## src/core/rev_resp_pkg.sv

```systemverilog
// package: constants, types and contract list for the reverse response framer
// Contract
// - all reverse transmissions go on lane 0; other lanes stay one-way.
// - reverse traffic is sent only in low-power signalling, never high-speed.
// - without header correction the correction byte is still sent as zero.
// - without payload checksum the long packet footer is all zeros.
// - every reverse transaction ends with a turnaround back to the host.
// - header correction byte uses the same calculation as the host.
// - checksum only in long packets; correction byte in short and long.
// - correction or checksum, if present, works in both directions.
// - error-free non-read with grant gets a plain acknowledge.
// - error-free read with grant returns the read data.
// - corrected single-bit read: data then error report with single-bit flag.
// - corrected single-bit non-read: execute, then report with single-bit flag.
// - multi-bit read error: report only with multi-bit flag, no data.
// - multi-bit non-read error: do not execute, report multi-bit flag.
// - start, sync, channel or command errors: report only, no access.
// - end sync, low-power sync or checksum errors: report with matching flags.
// - acknowledges are short packets; read replies short or long, forward format (the code always sends read replies long).
// - application events are signalled to the host as a trigger message.
// - one-way peripheral with correction still fixes single-bit header errors.
// - report order: identifier, error bits 0-7, bits 8-15, correction byte.
// - each error sets its own bit; bits 0,1,2,4,5 fixed as listed.
package rev_resp_pkg;
    localparam logic [5:0] DT_ACK = 6'h02;
    localparam logic [5:0] DT_ACK_ERR = 6'h02;
    localparam logic [5:0] DT_PLAIN_ACK = 6'h04;
    localparam logic [5:0] DT_RD_SHORT1 = 6'h11;
    localparam logic [5:0] DT_RD_LONG = 6'h1A;
    localparam logic [7:0] ZERO_ECC = 8'h00;
    localparam logic [15:0] ZERO_CSUM = 16'h0000;
    localparam logic [1:0] REPLY_LANE = 2'h0;
    localparam int BIT_SOT = 0;
    localparam int BIT_SOT_SYNC = 1;
    localparam int BIT_EOT_SYNC = 2;
    localparam int BIT_LP_SYNC = 4;
    localparam int BIT_RX_TMO = 5;
    localparam int BIT_RSVD = 6;
    localparam int BIT_ECC_SINGLE = 8;
    localparam int BIT_ECC_MULTI = 9;
    localparam int BIT_CSUM = 10;
    localparam int BIT_BAD_CMD = 11;
    localparam int BIT_BAD_VC = 12;
    localparam int MAX_RD_BYTES = 16;

    // errors seen on the forward transmission
    typedef struct packed {
        logic start_of_burst_error;
        logic start_of_burst_sync_error;
        logic end_of_burst_sync_error;
        logic low_power_tx_sync_error;
        logic rx_timeout;
        logic ecc_single;
        logic ecc_multi;
        logic csum_error;
        logic bad_command;
        logic virtual_channel_invalid;
    } fwd_err_t;

    // one received command from the forward path
    typedef struct packed {
        logic [1:0] vc;
        logic is_read;
        fwd_err_t err;
    } fwd_cmd_t;

    typedef enum logic [1:0] {
        SIG_STOP,
        SIG_LOW_POWER,
        SIG_HIGH_SPEED
    } sig_mode_t;
endpackage : rev_resp_pkg

```

## src/core/rd_buf.sv

```systemverilog
// file: small read data memory with registered read port
`timescale 1ns/1ps
module rd_buf #(
    parameter int DEPTH = 16,
    parameter int AW = 4
) (
    input wire logic clk_in,
    input wire logic we_in,
    input wire logic [AW-1:0] waddr_in,
    input wire logic [7:0] wdata_in,
    input wire logic [AW-1:0] raddr_in,
    output logic [7:0] rdata_out
);
    logic [7:0] mem [DEPTH];
    always_ff @(posedge clk_in) begin
        if (we_in) begin
            mem[waddr_in] <= wdata_in;
        end
        rdata_out <= mem[raddr_in];
    end
endmodule : rd_buf

```

## src/core/rev_resp.sv

```systemverilog
// file: reverse direction reply framer with turnaround handback
`timescale 1ns/1ps
module rev_resp #(
    parameter int RD_DEPTH = rev_resp_pkg::MAX_RD_BYTES
) (
    input wire logic clk_in,
    input wire logic srst_in,
    // command summary from the forward receiver, same clock
    input wire logic cmd_valid_in,
    input wire rev_resp_pkg::fwd_cmd_t cmd_in,
    input wire logic bus_turnaround_grant_in,
    // capability enables
    input wire logic ecc_en_in,
    input wire logic csum_en_in,
    input wire logic [7:0] ecc_in,
    input wire logic [15:0] csum_in,
    // read data source, loaded before the grant
    input wire logic rd_we_in,
    input wire logic [3:0] rd_addr_in,
    input wire logic [7:0] rd_data_in,
    input wire logic [4:0] rd_len_in,
    // application event from another domain
    input wire logic app_event_in,
    // outputs
    output logic exec_out,
    output logic byte_valid_out,
    output logic [7:0] byte_out,
    output logic [1:0] lane_out,
    output rev_resp_pkg::sig_mode_t sig_mode_out,
    output logic [7:0] ecc_src_out,
    output logic turnaround_out,
    output logic trigger_out,
    output logic [15:0] last_report_out
);
    // ************************************************
    // decode
    // ************************************************
    typedef enum logic [2:0] {
        ST_IDLE,
        ST_WAIT,
        ST_RD_HDR,
        ST_RD_DATA,
        ST_RD_FOOT,
        ST_ACK,
        ST_TURN
    } state_t;

    state_t st_q;
    rev_resp_pkg::fwd_cmd_t cmd_q;
    logic [3:0] idx_q;
    logic [4:0] cnt_q;
    logic [15:0] rep_q;
    logic send_err_q;
    logic [1:0] ev_sync_q;
    logic ev_prev_q;
    logic [7:0] rd_byte;

    wire rev_resp_pkg::fwd_err_t e = cmd_in.err;
    wire hard_err = e.start_of_burst_error | e.start_of_burst_sync_error |
        e.virtual_channel_invalid | e.bad_command;
    wire blocked = hard_err | e.ecc_multi;
    wire [15:0] report;
    wire any_err = |report;
    wire send_data = cmd_q.is_read & ~(cmd_q.err.ecc_multi | cmd_q.err.start_of_burst_error |
        cmd_q.err.start_of_burst_sync_error | cmd_q.err.virtual_channel_invalid |
        cmd_q.err.bad_command);
    wire [7:0] hdr_ecc = ecc_en_in ? ecc_in : rev_resp_pkg::ZERO_ECC;
    wire [15:0] foot = csum_en_in ? csum_in : rev_resp_pkg::ZERO_CSUM;
    wire ev_rise = ev_sync_q[1] & ~ev_prev_q;
    // buffer read is registered: fetch one byte ahead while streaming
    wire [3:0] rd_raddr = (st_q == ST_RD_DATA) ? idx_q + 4'h1 : idx_q;

    // each error flag owns a fixed bit, bit 6 reserved
    generate
        for (genvar b = 0; b < 16; b++) begin : g_rep
            assign report[b] =
                (b == rev_resp_pkg::BIT_SOT) ? cmd_q.err.start_of_burst_error :
                (b == rev_resp_pkg::BIT_SOT_SYNC) ? cmd_q.err.start_of_burst_sync_error :
                (b == rev_resp_pkg::BIT_EOT_SYNC) ? cmd_q.err.end_of_burst_sync_error :
                (b == rev_resp_pkg::BIT_LP_SYNC) ? cmd_q.err.low_power_tx_sync_error :
                (b == rev_resp_pkg::BIT_RX_TMO) ? cmd_q.err.rx_timeout :
                (b == rev_resp_pkg::BIT_ECC_SINGLE) ? cmd_q.err.ecc_single :
                (b == rev_resp_pkg::BIT_ECC_MULTI) ? cmd_q.err.ecc_multi :
                (b == rev_resp_pkg::BIT_CSUM) ? cmd_q.err.csum_error :
                (b == rev_resp_pkg::BIT_BAD_CMD) ? cmd_q.err.bad_command :
                (b == rev_resp_pkg::BIT_BAD_VC) ? cmd_q.err.virtual_channel_invalid :
                1'b0;
        end
    endgenerate

    rd_buf #(.DEPTH(RD_DEPTH), .AW(4)) u_buf (
        .clk_in(clk_in),
        .we_in(rd_we_in),
        .waddr_in(rd_addr_in),
        .wdata_in(rd_data_in),
        .raddr_in(rd_raddr),
        .rdata_out(rd_byte)
    );

    // ************************************************
    // event trigger path
    // ************************************************
    // event crosses from the application domain: two flops before use
    always_ff @(posedge clk_in) begin
        if (srst_in) begin
            ev_sync_q <= 2'h0;
            ev_prev_q <= 1'b0;
            trigger_out <= 1'b0;
        end else begin
            ev_sync_q <= {ev_sync_q[0], app_event_in};
            ev_prev_q <= ev_sync_q[1];
            trigger_out <= ev_rise;
        end
    end

    // ************************************************
    // reply sequencer
    // ************************************************
    // a read reply is always long so one framing path serves every length
    always_ff @(posedge clk_in) begin
        if (srst_in) begin
            st_q <= ST_IDLE;
            cmd_q <= '0;
            idx_q <= 4'h0;
            cnt_q <= 5'h00;
            rep_q <= 16'h0000;
            send_err_q <= 1'b0;
            exec_out <= 1'b0;
            byte_valid_out <= 1'b0;
            byte_out <= 8'h00;
            lane_out <= rev_resp_pkg::REPLY_LANE;
            sig_mode_out <= rev_resp_pkg::SIG_STOP;
            ecc_src_out <= 8'h00;
            turnaround_out <= 1'b0;
            last_report_out <= 16'h0000;
        end else begin
            exec_out <= 1'b0;
            byte_valid_out <= 1'b0;
            turnaround_out <= 1'b0;
            lane_out <= rev_resp_pkg::REPLY_LANE;
            case (st_q)
                ST_IDLE: begin
                    sig_mode_out <= rev_resp_pkg::SIG_STOP;
                    if (cmd_valid_in) begin
                        cmd_q <= cmd_in;
                        // single-bit errors are corrected upstream and still run
                        exec_out <= ~blocked & ~cmd_in.is_read;
                        st_q <= ST_WAIT;
                    end
                end
                ST_WAIT: begin
                    if (bus_turnaround_grant_in) begin
                        sig_mode_out <= rev_resp_pkg::SIG_LOW_POWER;
                        rep_q <= report;
                        send_err_q <= any_err;
                        last_report_out <= report;
                        idx_q <= 4'h0;
                        cnt_q <= 5'h00;
                        st_q <= send_data ? ST_RD_HDR : ST_ACK;
                    end else if (cmd_valid_in) begin
                        // no grant: drop the reply silently
                        cmd_q <= cmd_in;
                        exec_out <= ~blocked & ~cmd_in.is_read;
                    end
                end
                ST_RD_HDR: begin
                    byte_valid_out <= 1'b1;
                    cnt_q <= cnt_q + 5'h01;
                    case (cnt_q)
                        5'h00: byte_out <= {cmd_q.vc, rev_resp_pkg::DT_RD_LONG};
                        5'h01: byte_out <= {3'h0, rd_len_in};
                        5'h02: byte_out <= 8'h00;
                        default: begin
                            byte_out <= hdr_ecc;
                            ecc_src_out <= {3'h0, rd_len_in};
                            cnt_q <= 5'h00;
                            st_q <= ST_RD_DATA;
                        end
                    endcase
                end
                ST_RD_DATA: begin
                    if (rd_len_in == 5'h00) begin
                        st_q <= ST_RD_FOOT;
                    end else begin
                        byte_valid_out <= 1'b1;
                        byte_out <= rd_byte;
                        idx_q <= idx_q + 4'h1;
                        cnt_q <= cnt_q + 5'h01;
                        if (cnt_q + 5'h01 == rd_len_in) begin
                            cnt_q <= 5'h00;
                            st_q <= ST_RD_FOOT;
                        end
                    end
                end
                ST_RD_FOOT: begin
                    byte_valid_out <= 1'b1;
                    cnt_q <= cnt_q + 5'h01;
                    byte_out <= (cnt_q == 5'h00) ? foot[7:0] : foot[15:8];
                    if (cnt_q != 5'h00) begin
                        cnt_q <= 5'h00;
                        st_q <= send_err_q ? ST_ACK : ST_TURN;
                    end
                end
                ST_ACK: begin
                    byte_valid_out <= 1'b1;
                    cnt_q <= cnt_q + 5'h01;
                    if (!send_err_q) begin
                        // plain acknowledge: identifier then correction byte
                        byte_out <= (cnt_q == 5'h00) ?
                            {cmd_q.vc, rev_resp_pkg::DT_PLAIN_ACK} : hdr_ecc;
                        if (cnt_q != 5'h00) begin
                            st_q <= ST_TURN;
                        end
                    end else begin
                        case (cnt_q)
                            5'h00: byte_out <= {cmd_q.vc, rev_resp_pkg::DT_ACK_ERR};
                            5'h01: byte_out <= rep_q[7:0];
                            5'h02: byte_out <= rep_q[15:8];
                            default: begin
                                byte_out <= hdr_ecc;
                                st_q <= ST_TURN;
                            end
                        endcase
                    end
                end
                ST_TURN: begin
                    turnaround_out <= 1'b1;
                    sig_mode_out <= rev_resp_pkg::SIG_STOP;
                    st_q <= ST_IDLE;
                end
                default: st_q <= ST_IDLE;
            endcase
        end
    end

    // ************************************************
    // checks
    // ************************************************
    property p_lane0;
        @(posedge clk_in) disable iff (srst_in) byte_valid_out |-> lane_out == 2'h0;
    endproperty
    a_lane0: assert property (p_lane0) else $error("reply off lane 0");

    property p_lp_only;
        @(posedge clk_in) disable iff (srst_in)
            byte_valid_out |-> sig_mode_out == rev_resp_pkg::SIG_LOW_POWER;
    endproperty
    a_lp_only: assert property (p_lp_only) else $error("reply not low power");

    property p_turn_after;
        @(posedge clk_in) disable iff (srst_in)
            (st_q == ST_TURN) |=> turnaround_out && st_q == ST_IDLE;
    endproperty
    a_turn_after: assert property (p_turn_after) else $error("no turnaround");

    property p_no_grant_quiet;
        @(posedge clk_in) disable iff (srst_in)
            (st_q == ST_WAIT && !bus_turnaround_grant_in) |=> !byte_valid_out;
    endproperty
    a_no_grant_quiet: assert property (p_no_grant_quiet) else $error("reply no grant");

    property p_grant_reply;
        @(posedge clk_in) disable iff (srst_in)
            (st_q == ST_WAIT && bus_turnaround_grant_in) |=> ##[1:40] turnaround_out;
    endproperty
    a_grant_reply: assert property (p_grant_reply) else $error("grant unanswered");

    property p_multi_no_exec;
        @(posedge clk_in) disable iff (srst_in)
            (st_q == ST_IDLE && cmd_valid_in && cmd_in.err.ecc_multi) |=> !exec_out;
    endproperty
    a_multi_no_exec: assert property (p_multi_no_exec) else $error("multi executed");

    property p_hard_no_data;
        @(posedge clk_in) disable iff (srst_in)
            (st_q == ST_WAIT && bus_turnaround_grant_in && !send_data) |=> st_q == ST_ACK;
    endproperty
    a_hard_no_data: assert property (p_hard_no_data) else $error("data sent on error");

    property p_single_exec;
        @(posedge clk_in) disable iff (srst_in)
            (st_q == ST_IDLE && cmd_valid_in && !cmd_in.is_read && !blocked) |=> exec_out;
    endproperty
    a_single_exec: assert property (p_single_exec) else $error("command not run");

    property p_zero_ecc;
        @(posedge clk_in) disable iff (srst_in)
            (st_q == ST_ACK && !ecc_en_in &&
                (cnt_q == 5'h03 || (!send_err_q && cnt_q == 5'h01))) |=> byte_out == 8'h00;
    endproperty
    a_zero_ecc: assert property (p_zero_ecc) else $error("nonzero ecc");

    property p_rsvd;
        @(posedge clk_in) disable iff (srst_in) last_report_out[6] == 1'b0;
    endproperty
    a_rsvd: assert property (p_rsvd) else $error("reserved bit set");

    c_read: cover property (@(posedge clk_in) st_q == ST_RD_FOOT ##1 st_q == ST_ACK);
    c_ack: cover property (@(posedge clk_in) st_q == ST_ACK ##1 st_q == ST_TURN);
    c_trig: cover property (@(posedge clk_in) trigger_out);
endmodule : rev_resp

```

## config.mk

```make
export PLATFORM = sky130hd
export DESIGN_NAME = rev_resp
export DESIGN_NICKNAME = d
export VERILOG_FILES = /design/src/core/rev_resp_pkg.sv /design/src/core/rd_buf.sv /design/src/core/rev_resp.sv
export SDC_FILE = /design/constraint.sdc
export NUM_CORES = 1
export LEC_CHECK = 0
export BUFFER_PORTS_ARGS = -buffer_cell sky130_fd_sc_hd__buf_2
export CAP_MARGIN = 20
export CELL_PAD_IN_SITES_DETAIL_PLACEMENT = 2
export CELL_PAD_IN_SITES_GLOBAL_PLACEMENT = 2
export CORE_ASPECT_RATIO = 0.5
export CORE_MARGIN = 1
export CORE_UTILIZATION = 41
export CTS_CLUSTER_DIAMETER = 100
export DETAILED_ROUTE_END_ITERATION = 12
export PLACE_DENSITY_LB_ADDON = 0.25
export SYNTH_ARGS = -nofsm -noshare
export SYNTH_HDL_FRONTEND = slang
export SYNTH_SLANG_ARGS = --single-unit
```

## constraint.sdc

```tcl
create_clock -name clk_in -period 8.9 [get_ports clk_in]
set_input_delay 0.89 -clock clk_in [delete_from_list [all_inputs] [get_ports clk_in]]
set_output_delay 0.89 -clock clk_in [all_outputs]
set_load 0.01 [all_outputs]
```

Yosys cells after proc, flatten, opt, wreduce, memory -nomap -nowiden --
Memories as Yosys holds them, arrays and structs flattened. A register that Yosys moved wholly into a read port is not among the register bits. Index checks and enable logic that the tools add are counted.
Cells by class: add/sub/neg operators 2, equality and inequality tests 18, muxes and demuxes 44, bitwise logic cells 16, reductions and logical operators 21
Operators with widths (count):
- 8-bit case mux with 3 select lines | 2
- 8-bit 2-to-1 mux | 5
- 8-bit case mux with 4 select lines | 1
- 3-bit 2-to-1 mux | 10
- 13-bit 2-to-1 mux | 2
- 13-bit case mux with 2 select lines | 1
- 5-bit 2-to-1 mux | 5
- 5-bit case mux with 5 select lines | 1
- 3-bit case mux with 6 select lines | 1
- 16-bit 2-to-1 mux | 1
- 4-bit 2-to-1 mux | 3
- 2-bit != test (second input constant) | 6
- 5-bit zero test | 2
- 2-bit AND reduction | 5
- 5-bit nonzero test | 2
- 10-bit OR reduction | 1
- 3-bit equality test (second input constant) | 3
- 1-bit OR | 8
- 4-bit case mux with 2 select lines | 1
- 7-bit AND reduction | 1
- 3-bit by 2-bit equality test with 1-bit output (second input constant) | 2
- 1-bit 2-to-1 mux | 6
- 3-bit != test (second input constant) | 2
- 3-bit AND reduction | 2
- other kinds (17) | 28
Storage, ports and cells: flip-flop bits (word level) 58, RAM bits 128, input bits 62, logic and storage cells 128, memories kept 1
Memories:
- u_buf.mem | words 16, width 8, rd ports 1, clocked after Yosys merged registers in 1, write ports 1, line rd_buf.sv:14 | logic [7:0] mem [DEPTH];

Longest topological paths before layout --
Gate-level depths: netlist of run 1.
depth after elaboration 9, mapped depth 13, mapped depth without buffers 8

Cells and area by module --
From an unflattened synthesis of run 1, not the netlist that was laid out.
Unflattened totals: cells, all modules 630, area, all modules 8439.3 µm²
By module, submodules not included:
- rd_buf | times used 1, cells an instance 229, area an instance 5147.4 µm²
- rev_resp | times used 1, cells an instance 401, area an instance 3291.9 µm²

Worst setup path after synthesis of run 1 --
No wires, ideal clock.
path type register to register, start point reg st_q[0], end point reg u_buf.rdata_out[5], read port of u_buf.mem, setup time 0.139 ns, arrival 2.660 ns, setup slack 6.101 ns, cell stages (with the launch flop) 14, buffers on the path 5, clock period less this slack 2.799 ns, cells stage by stage dfxtp_1 -> buf_2 -> nand3b_4 -> inv_1 -> buf_2 -> buf_2 -> ha_1 -> clkbuf_1 -> or2_2 -> mux2i_1 -> buf_2 -> o211ai_1 -> nand4_1 -> mux2i_1
On the way: longest elaborated chain between the ends 2
RTL lines:
- start: declaration | line rev_resp.sv:48 | state_t st_q;
- start signal: assignment | line rev_resp.sv:159 | st_q <= send_data ? ST_RD_HDR : ST_ACK;
- start signal: assignment | line rev_resp.sv:201 | st_q <= send_err_q ? ST_ACK : ST_TURN;
- 3-bit by 2-bit equality test with 1-bit output | line rev_resp.sv:71 | wire [3:0] rd_raddr = (st_q == ST_RD_DATA) ? idx_q + 4'h1 : idx_q;
- 4-bit 2-to-1 mux | line rev_resp.sv:71
- end: declaration | line rd_buf.sv:12 | output logic [7:0] rdata_out
Every way passes these cells. A chain may end at the register's enable or synchronous reset.

Worst setup path in the final report of run 1 --
start point reg st_q[0], end point reg u_buf.rdata_out[1], read port of u_buf.mem
Same word-level chain as after synthesis.

==> results.cfg, run 1 <==
[worst_hold_path]
whs_path_depth = 1
min_path_type = flip-flop to flip-flop
holdPathEnd = trigger_out$_SDFF_PP0_
worstHoldStart = ev_prev_q$_SDFF_PP0_

[pwr]
leakage_nw = 3.69
sw_frac_of_total_pct = 31.8
peakVddDrop_v = 0.000139
pwr-share-comb_pct = 19.8
p_per_area_nw_per_um2 = 228
p_sw_mw = 0.734
intPower_mw = 1.58
seqPwrFrac_pct = 46.6
p_clk_share_pct = 33.6

[sta]
relSlewSlack_pct = 26.1
skew_ns = 0.00869
tightest_slew_ns = 1.10
setup_viol = 0
hold_viol = 0
post-route-min-period_ns = 4.03
timing.final.crit_share_pct = 45.3
drv_slew = 0
tns_ns = 0
fmax_mhz = 248
rsz0062_at_grt = false

[cells_and_area]
antenna_cells = 0
nFillCells = 2150
layout.nets = 947
drive_gt1_share_pct = 16.9
final_cell_count_no_fill = 1184
final_cell_mix = edfxtp_1, o211ai_1, buf_2
areaGrowthSynthToFinish_pct = 13.1
mostFrequentLayoutCell = edfxtp_1

[global_route]
grt_max_degree = 70
grt_pass1_wl_microns = 46400
overflow = 0
antenna_found_initial = 2
grt_usage_pct = 28.3
grt_pass1_vias = 7490

[clocking]
cts-root-buf = clkbuf_16
cts.sinks = 193
tritoncts = yes
numCtsBuffers = 17
clkTransAtPathRegs_ns = 0.07
post_cts_buffers = 0
htree_levels = 4
cts_hold_buffers = 0
post_cts_resized = 0
clk_path_buf_depth = 2
clkLatencyLatePin_ns = 0.46

[synthesis]
ys_types = 75
yosys_warnings = 0
synthCells = 823
dominantRegCellSynth = edfxtp_1
synth_top_cell_by_area = edfxtp_1
yosys_register_bits = 193
ys_seq_area_share_pct = 57.4
synth_edf_count = 128
async_flop_share_pct = 0
syn_area_per_cell_sq_um = 10.9
synth_top_area_share_pct = 42.9
synth_area_sq_um = 8960
synth.area.top_cells = edfxtp_1, dfxtp_1, o211ai_1

[worst_setup_path]
r2r_end = u_buf.rdata_out[1]$_DFF_P_
crit_fanout = 69
required_ns = 9.19
rr_worst_depth = 10
reg2reg_setup_slack_ns = 4.87
crit_type = flip-flop to flip-flop
critPathSlowestCell = dfxtp_1
path_delay_family = buffers and inverters
cp-start-kind = flip-flop
crit_path_cell_trace = nand3b_4 -> inv_2 -> buf_4 -> ha_1 -> or2_2 -> mux2i_1 -> buf_4 -> o211ai_1 -> nand4_1 -> mux2i_1
cp_num_buf_inv = 3
arrival_ns = 4.32
cpPeakStageDelay_ns = 0.80
reg2reg_from = st_q[0]$_SDFFE_PP0P_
cp-end-kind = flip-flop

[die]
die-area_sq_um = 22500
coreArea_sq_um = 21000
initial_utilization_pct = 42.7
die_y_microns = 107
num_io_pins = 102
die_w_microns = 211
num_rows = 37

[placed_design]
io_buffers = 89
place_inst = 1151
hpwl_microns = 20600
place_congestion = 0.847

[routing]
wire_per_inst_microns = 25.6
antenna_left = 0
drt_iter0_markers = 563
dr.pass1.iters = 4
wl_microns = 30300
drc = 0
vias = 7029
viasPerCell = 5.94

[outcome]
status = finished clean

[job]
drv_cap = 0
-- power by group through the flow --
stage	Clock, mW	Combinational, mW	Sequential (mW)
6_report	0.775	0.458	1.08
3_5_place_dp	0	0.452	1.09
4_1_cts	0.788	0.458	1.08
3_3_place_gp	0	0.427	1.09
2_1_floorplan	0	0.322	1.06
5_1_grt	0.816	0.500	1.08
-- state kept, by name, indices dropped and copies added (netlist names) --
signal and flops:
u_buf.mem 128, trigger_out 1, rep_q 10, byte_out 8
idx_q 4, byte_valid_out 1, ecc_src_out 5, cmd_q 13
cnt_q 5, send_err_q 1, sig_mode_out 1, u_buf.rdata_out 8
ev_sync_q 2, turnaround_out 1, exec_out 1, st_q 3
ev_prev_q 1
-- cells in the mapped netlist, types with 2 or more instances --
master and number:
buf_4 13, edfxtp_1 128, nor4_1 2, buf_6 3
and2_1 2, a22o_1 3, a21oi_1 43, a211oi_1 3
o211ai_1 113, dfxtp_1 65, a22oi_1 3, o21ai_0 22
nand4b_1 2, nand3_1 20, o2111ai_1 16, ha_1 6
mux2i_1 18, a21o_1 3, nor3_1 9, a31oi_1 9
nor2b_1 6, inv_1 70, o41ai_1 5, and3_1 3
or3_1 2, nand3b_1 2, nand2b_1 8, clkbuf_1 41
nand4_1 19, xnor2_1 5, a221oi_1 4, a211o_1 2
o21a_1 3, o22ai_1 2, xor2_1 3, and4b_1 2
inv_2 2, buf_2 14, nand2_1 76, o221ai_1 3
a311oi_1 3, nor3_2 2, a21oi_2 3, nor2_1 29
-- how the worst max path moves through the flow --
stage                                     from                    endpoint  slack [ns]  cells after the start
after global placement    st_q[0]$_SDFFE_PP0P_  u_buf.rdata_out[0]$_DFF_P_        5.36                     10
after floorplan           st_q[0]$_SDFFE_PP0P_  u_buf.rdata_out[5]$_DFF_P_        6.10                     13
after CTS                 st_q[0]$_SDFFE_PP0P_  u_buf.rdata_out[1]$_DFF_P_        4.92                     10
final                     st_q[0]$_SDFFE_PP0P_  u_buf.rdata_out[1]$_DFF_P_        4.87                     10
after global routing      st_q[0]$_SDFFE_PP0P_  u_buf.rdata_out[1]$_DFF_P_        4.70                     10
after detailed placement  st_q[0]$_SDFFE_PP0P_  u_buf.rdata_out[1]$_DFF_P_        5.01                     10
-- metal layers --
metal / up-vias / global-route usage, % / share of wire [%]
met3: 55 / 5.91 / 5.6
met1: 3574 / 37.3 / 45
met2: 209 / 45.3 / 47
li1: 3189 / - / -
met4: 2 / 11.7 / 2.6
met5: - / 0 / 0.026
-- stage by stage --
step	hold WS (ns)	util, %	power, mW	setup WS [ns]	area (sq um)
final	0.413	48.3	2.31	4.87	10100
after detailed placement	0.384	45.5	1.55	5.01	9540
after CTS	0.420	48.2	2.32	4.92	10100
after global placement	0.376	45.5	1.52	5.36	9540
after floorplan	0.367	-	1.38	6.10	9000
after global routing	0.430	48.3	2.40	4.70	10100
-- worst register-to-register path: stages (launching register included) --
cell      delay [ns]
dfxtp_1         0.80
nand3b_4        0.31
inv_2           0.10
buf_4           0.64
ha_1            0.64
or2_2           0.43
mux2i_1         0.19
buf_4           0.29
o211ai_1        0.16
nand4_1         0.17
mux2i_1         0.13
-- cell families after synthesis --
group	after synthesis	synth area share, %
other	1	0.0419
and+or+nand+nor	196	11.2
buffers and inverters	146	7.12
adders and majority gates	6	0.838
muxes	19	2.14
AOI/OAI and AO/OA	252	20.1
xor gates and xnor gates	10	1.21
DFF	193	57.4
-- area by class of cell --
cell class | count | area [sq um] | share of cell area (%)
clock buffer | 21 | 440 | 4.35
inverter | 73 | 274 | 2.70
timing repair buffer | 99 | 533 | 5.26
tap | 292 | 365 | 3.61
sequential | 193 | 5140 | 50.8
clock inverter | 11 | 129 | 1.27
multi-input combinational | 495 | 3250 | 32.0
No activity file was read; power rests on OpenSTA's default activity.
==> run 2, diff against run 1 <==
--- a/config.mk
+++ b/config.mk
@@ -11,7 +11,7 @@
 export CELL_PAD_IN_SITES_GLOBAL_PLACEMENT = 2
 export CORE_ASPECT_RATIO = 0.5
 export CORE_MARGIN = 1
-export CORE_UTILIZATION = 41
+export CORE_UTILIZATION = 35
 export CTS_CLUSTER_DIAMETER = 100
 export DETAILED_ROUTE_END_ITERATION = 12
 export PLACE_DENSITY_LB_ADDON = 0.25
==> constraint.sdc (replaced) <==
create_clock -name clk_in -period 3.6 [get_ports clk_in]
set_input_delay 0.36 -clock clk_in [delete_from_list [all_inputs] [get_ports clk_in]]
set_output_delay 0.36 -clock clk_in [all_outputs]
set_load 0.01 [all_outputs]
==> results.cfg, run 2 (synthesis gave the netlist of run 1 again) <==
[cells_and_area]
top_regs = u_buf.mem: 128 flops, cmd_q: 13 flops, rep_q: 10 flops
mostFrequentLayoutCell = edfxtp_1
register_area_sq_um = 5140
areaGrowthSynthToFinish_pct = 15.2
drive_gt1_share_pct = 18.3
multiInputGateArea_sq_um = 3240
fin_util_pct = 42.0
largest_register_ffs = 128
nFillCells = 2574
final_cell_mix = edfxtp_1, o211ai_1, buf_2
final_cell_count_no_fill = 1241
antenna_cells = 0
layout.nets = 960
top_register = u_buf.mem

[sta]
post-route-min-period_ns = 3.02
rsz0062_at_grt = false
skew_ns = 0.00937
setup_viol = 0
layout_setup_ws_ns = 0.577
relSlewSlack_pct = 25.2
drv_slew = 0
fmax_mhz = 331
hold_viol = 0
tns_ns = 0
timing.final.crit_share_pct = 84.0
tightest_slew_ns = 1.12

[routing]
drc = 0
viasPerCell = 5.74
drt_iter0_markers = 556
antenna_left = 0
wire_per_inst_microns = 24.8
dr.pass1.iters = 5
wl_microns = 30800
vias = 7124

[die]
die_w_microns = 228
die-area_sq_um = 26300
initial_utilization_pct = 36.5
die_y_microns = 115
num_io_pins = 102
coreArea_sq_um = 24600
num_rows = 40

[pwr]
p_clk_share_pct = 33.7
peakVddDrop_v = 0.000378
intPower_mw = 3.92
pwr-share-comb_pct = 20.9
seqPwrFrac_pct = 45.3
leakage_nw = 3.78
sw_frac_of_total_pct = 32.0
p_per_area_nw_per_um2 = 557
p_sw_mw = 1.84

[worst_setup_path]
cp-end-kind = flip-flop
cp-start-kind = flip-flop
crit_type = flip-flop to flip-flop
arrival_ns = 3.34
cp-startpoint = st_q[1]$_SDFFE_PP0P_
required_ns = 3.92
crit_fanout = 18
reg2reg_from = st_q[1]$_SDFFE_PP0P_

[global_route]
grt_usage_pct = 24.1
antenna_found_initial = 0
grt_pass1_vias = 7592
overflow = 0
grt_pass1_wl_microns = 46800
grt_max_degree = 65

[clocking]
tritoncts = yes
cts-root-buf = clkbuf_16
post_cts_buffers = 0
htree_levels = 4
clk_path_buf_depth = 2
clkLatencyLatePin_ns = 0.46
clkTransAtPathRegs_ns = 0.08
cts_hold_buffers = 0
post_cts_resized = 0
numCtsBuffers = 17
cts.sinks = 193

[placed_design]
post-place-ws_ns = 0.551
hpwl_microns = 20500
io_buffers = 89
place_inst = 1203
place_congestion = 0.794

[worst_hold_path]
min_path_type = primary input to flip-flop
worstHoldStart = cmd_in[8]

[outcome]
status = finished clean

[job]
drv_cap = 0
## run 2: cell count changes in the layout (fill, tap and decap cells not counted), moves of 2 or more
cell | previous run | this run
buf_4 | 9 | 15
buf_6 | 0 | 6
clkbuf_1 | 4 | 1
clkinv_2 | 2 | 5
clkinv_4 | 0 | 2
clkinvlp_4 | 2 | 0
inv_6 | 5 | 3
## run 2: critical path, cell delays in order, from the launching register on
cell and delay (ns):
dfxtp_1 0.67, nand3b_4 0.25, inv_2 0.36, ha_1 0.44, or2_2 0.34, mux2i_1 0.15, buf_4 0.29, o211ai_1 0.14
nand4_1 0.14, mux2i_1 0.09
## run 2: area by class of cell
type	instances	area share (%)
sequential	193	49.8
multi-input combinational	495	31.4
timing repair buffer	112	6.39
clock buffer	18	4.16
tap	336	4.07
inverter	73	2.65
clock inverter	14	1.51
## run 2: worst paths after layout
check | to | slack, ns | depth (start not counted)
hold reg to reg | trigger_out$_SDFF_PP0_ | 0.40 | 1
setup reg to reg | u_buf.rdata_out[0]$_DFF_P_ | 0.58 | 9
hold / removal | exec_out$_SDFF_PP0_ | 0.08 | 2
setup / recovery | u_buf.rdata_out[0]$_DFF_P_ | 0.58 | 9
## run 2: per-layer routing
metal / global-route usage, % / part of all wire [%]
met5: 0 / 0
met4: 8.28 / 1.4
met3: 4.32 / 4.7
met2: 40.7 / 49
met1: 31.6 / 44
## run 2: power by group through the flow
stage               Sequential (mW)  Clock [mW]  Combinational [mW]
CTS                            2.61        1.99                1.20
detailed placement             2.66           0                1.19
floorplan                      2.62           0               0.797
global route                   2.62        2.06                1.32
global placement               2.65           0                1.14
finish                         2.61        1.94                1.20
## run 2: through the flow
step           total power, mW  hold WS, ns  area (sq um)
2_1_floorplan             3.42        0.367          9000
3_3_place_gp              3.80        0.372          9650
3_5_place_dp              3.85        0.394          9670
4_1_cts                   5.80       0.0559         10300
5_1_grt                   6.00       0.0745         10300
6_report                  5.76       0.0816         10300
==> run 3, diff against run 2 <==
--- a/config.mk
+++ b/config.mk
@@ -5,13 +5,14 @@
 export SDC_FILE = /design/constraint.sdc
 export NUM_CORES = 1
 export LEC_CHECK = 0
+export ABC_AREA = 1
 export BUFFER_PORTS_ARGS = -buffer_cell sky130_fd_sc_hd__buf_2
 export CAP_MARGIN = 20
 export CELL_PAD_IN_SITES_DETAIL_PLACEMENT = 2
 export CELL_PAD_IN_SITES_GLOBAL_PLACEMENT = 2
 export CORE_ASPECT_RATIO = 0.5
 export CORE_MARGIN = 1
-export CORE_UTILIZATION = 35
+export CORE_UTILIZATION = 36
 export CTS_CLUSTER_DIAMETER = 100
 export DETAILED_ROUTE_END_ITERATION = 12
 export PLACE_DENSITY_LB_ADDON = 0.25
==> constraint.sdc (replaced) <==
create_clock -name clk_in -period 3.1 [get_ports clk_in]
set_input_delay 0.31 -clock clk_in [delete_from_list [all_inputs] [get_ports clk_in]]
set_output_delay 0.31 -clock clk_in [all_outputs]
set_load 0.01 [all_outputs]
==> results.cfg, run 3 <==
[die]
num_rows = 39
initial_utilization_pct = 37.2
num_io_pins = 102
die_y_microns = 111
coreArea_sq_um = 23100
die-area_sq_um = 24600
die_w_microns = 221

[cells_and_area]
final_cell_count_no_fill = 1326
final_cell_mix = nand2_1, edfxtp_1, buf_2
top_register = u_buf.mem
areaGrowthSynthToFinish_pct = 13.9
drive_gt1_share_pct = 15.0
mostFrequentLayoutCell = nand2_1
antenna_cells = 0
top_regs = u_buf.mem: 128 flops, cmd_q: 13 flops, rep_q: 10 flops
layout.nets = 1075
largest_register_ffs = 128

[sta]
setup_viol = 0
drv_slew = 0
fmax_mhz = 381
hold_viol = 0
post-route-min-period_ns = 2.62
tns_ns = 0
skew_ns = 0.0119
tightest_slew_ns = 1.13
layout_setup_ws_ns = 0.475
rsz0062_at_grt = false
relSlewSlack_pct = 24.1
timing.final.crit_share_pct = 84.7

[clocking]
clkTransAtPathRegs_ns = 0.07
clkLatencyLatePin_ns = 0.46
post_cts_buffers = 0
numCtsBuffers = 17
post_cts_resized = 0
cts-root-buf = clkbuf_16
tritoncts = yes
cts_hold_buffers = 0
cts.sinks = 193
htree_levels = 4
clk_path_buf_depth = 2

[worst_setup_path]
cpPeakStageDelay_ns = 0.56
cp-startpoint = st_q[2]$_SDFFE_PP0P_
required_ns = 3.48
rr_worst_depth = 11
critPathSlowestCell = buf_4
reg2reg_from = st_q[2]$_SDFFE_PP0P_
r2r_end = u_buf.rdata_out[0]$_DFF_P_
crit_fanout = 64
reg2reg_setup_slack_ns = 0.48
cp-end-kind = flip-flop
arrival_ns = 3.00
crit_path_cell_trace = inv_2 -> nand3_4 -> clkinv_2 -> ha_2 -> buf_4 -> nand2_1 -> nand3_1 -> nand3_1 -> nand2_1 -> nor2_1 -> a31oi_1
cp-start-kind = flip-flop
crit_type = flip-flop to flip-flop
cp_num_buf_inv = 3
path_delay_family = buffers and inverters

[pwr]
p_per_area_nw_per_um2 = 792
peakVddDrop_v = 0.000296
leakage_nw = 3.88

[routing]
drc = 4
vias = 7058
antenna_left = 0
wire_per_inst_microns = 21.1
drt_iter0_markers = 376
viasPerCell = 5.32
wl_microns = 27900
dr.pass1.iters = 8

[global_route]
met3_usage_pct = 4.02
top_usage_layer = met2
grt_util_met2_pct = 42.4
grt_pass1_wl_microns = 43500
antenna_found_initial = 0
grt_usage_pct = 23.7
grt_use_met1_pct = 29.0
overflow = 0
grt_pass1_vias = 7824
grt_max_degree = 65

[placed_design]
hpwl_microns = 19100
io_buffers = 89
post-place-ws_ns = 0.450
place_congestion = 0.847
place_inst = 1294

[job]
drv_cap = 0

[worst_hold_path]
min_path_type = primary input to flip-flop
holdPathEnd = ev_sync_q[0]$_SDFF_PP0_
worstHoldStart = app_event_in
whs_path_depth = 3

[synthesis]
yosys_register_bits = 193
synth_top_area_share_pct = 44.6
synth_edf_count = 128
async_flop_share_pct = 0
post-synth-top-count-cell = nand2_1
synthCells = 929
synth.area.top_cells = edfxtp_1, dfxtp_1, nand2_1
yosys_warnings = 0
synth_top_cell_by_area = edfxtp_1
synth_common_cells = nand2_1, edfxtp_1, nand3_1
ys_seq_area_share_pct = 59.7
syn_area_per_cell_sq_um = 9.27
dominantRegCellSynth = edfxtp_1
synth_area_sq_um = 8620
ys_types = 41

[outcome]
status = complete, but fails checks
violations = design-rule violations
-- run 3: changes by cell type in the layout (fill, tap and decap cells not counted), sizes merged, moves of 18 or more --
cell and change:
nand3 +71, o21ai +37, nand2 +156, o211ai -105
mux2i -18, nand4 +18, nor2 +64
-- run 3: worst register-to-register path, cell delays in order, from the launching register on --
cell	delay, ns
dfxtp_1	0.41
inv_2	0.10
nand3_4	0.12
clkinv_2	0.22
ha_2	0.41
buf_4	0.56
nand2_1	0.16
nand3_1	0.14
nand3_1	0.10
nand2_1	0.12
nor2_1	0.06
a31oi_1	0.16
-- run 3: metal layers --
| metal | up-vias | share of wire, % |
|---|---|---|
| li1 | 3317 | - |
| met1 | 3595 | 44 |
| met2 | 115 | 52 |
| met3 | 31 | 3.0 |
| met4 | 0 | 1.5 |
| met5 | - | 0 |
-- run 3: worst max-delay path by stage --
stage                                       to  depth (start not counted)
global placement    u_buf.rdata_out[1]$_DFF_P_                         11
CTS                 u_buf.rdata_out[0]$_DFF_P_                         11
floorplan           u_buf.rdata_out[2]$_DFF_P_                         13
detailed placement  u_buf.rdata_out[0]$_DFF_P_                         11
finish              u_buf.rdata_out[0]$_DFF_P_                         11
global route        u_buf.rdata_out[0]$_DFF_P_                         11
-- run 3: power breakdown --
| group | switching (mW) | internal, mW | total [mW] |
|---|---|---|---|
| Sequential | 0.195 | 3.00 | 3.20 |
| Clock | 1.02 | 1.03 | 2.04 |
| Combinational | 1.78 | 0.756 | 2.53 |
| Total | 2.99 | 4.79 | 7.77 |
-- run 3: area by class of cell --
cell class              count  area, sq um
clock buffers              19          433
clock inverters            12         86.3
fillers                  2523        13300
inverters                  66          249
multi-input cells         629         2970
flip-flops and latches    193         5140
well taps                 307          384
repair buffers            100          544
-- run 3: kinds of logic after synthesis --
group | synth area share [%]
adder cells (fa/ha/maj) | 0.871
other | 0.0435
buffers and inverters | 6.32
AO/OA/AOI/OAI | 9.06
AND/OR/NAND/NOR | 23.9
flip-flops | 59.7
XOR/XNOR | 0.102
-- run 3: through the flow --
step                      instance area, sq um  util (%)  total power [mW]  hold slack [ns]
after global placement                    9280      40.1              5.62            0.379
after CTS                                 9800      42.4              7.85           0.0519
final                                     9810      42.4              7.77           0.0671
after floorplan                           8660         -              4.92            0.374
after detailed placement                  9280      40.1              5.77            0.390
after global routing                      9810      42.4              8.22           0.0755
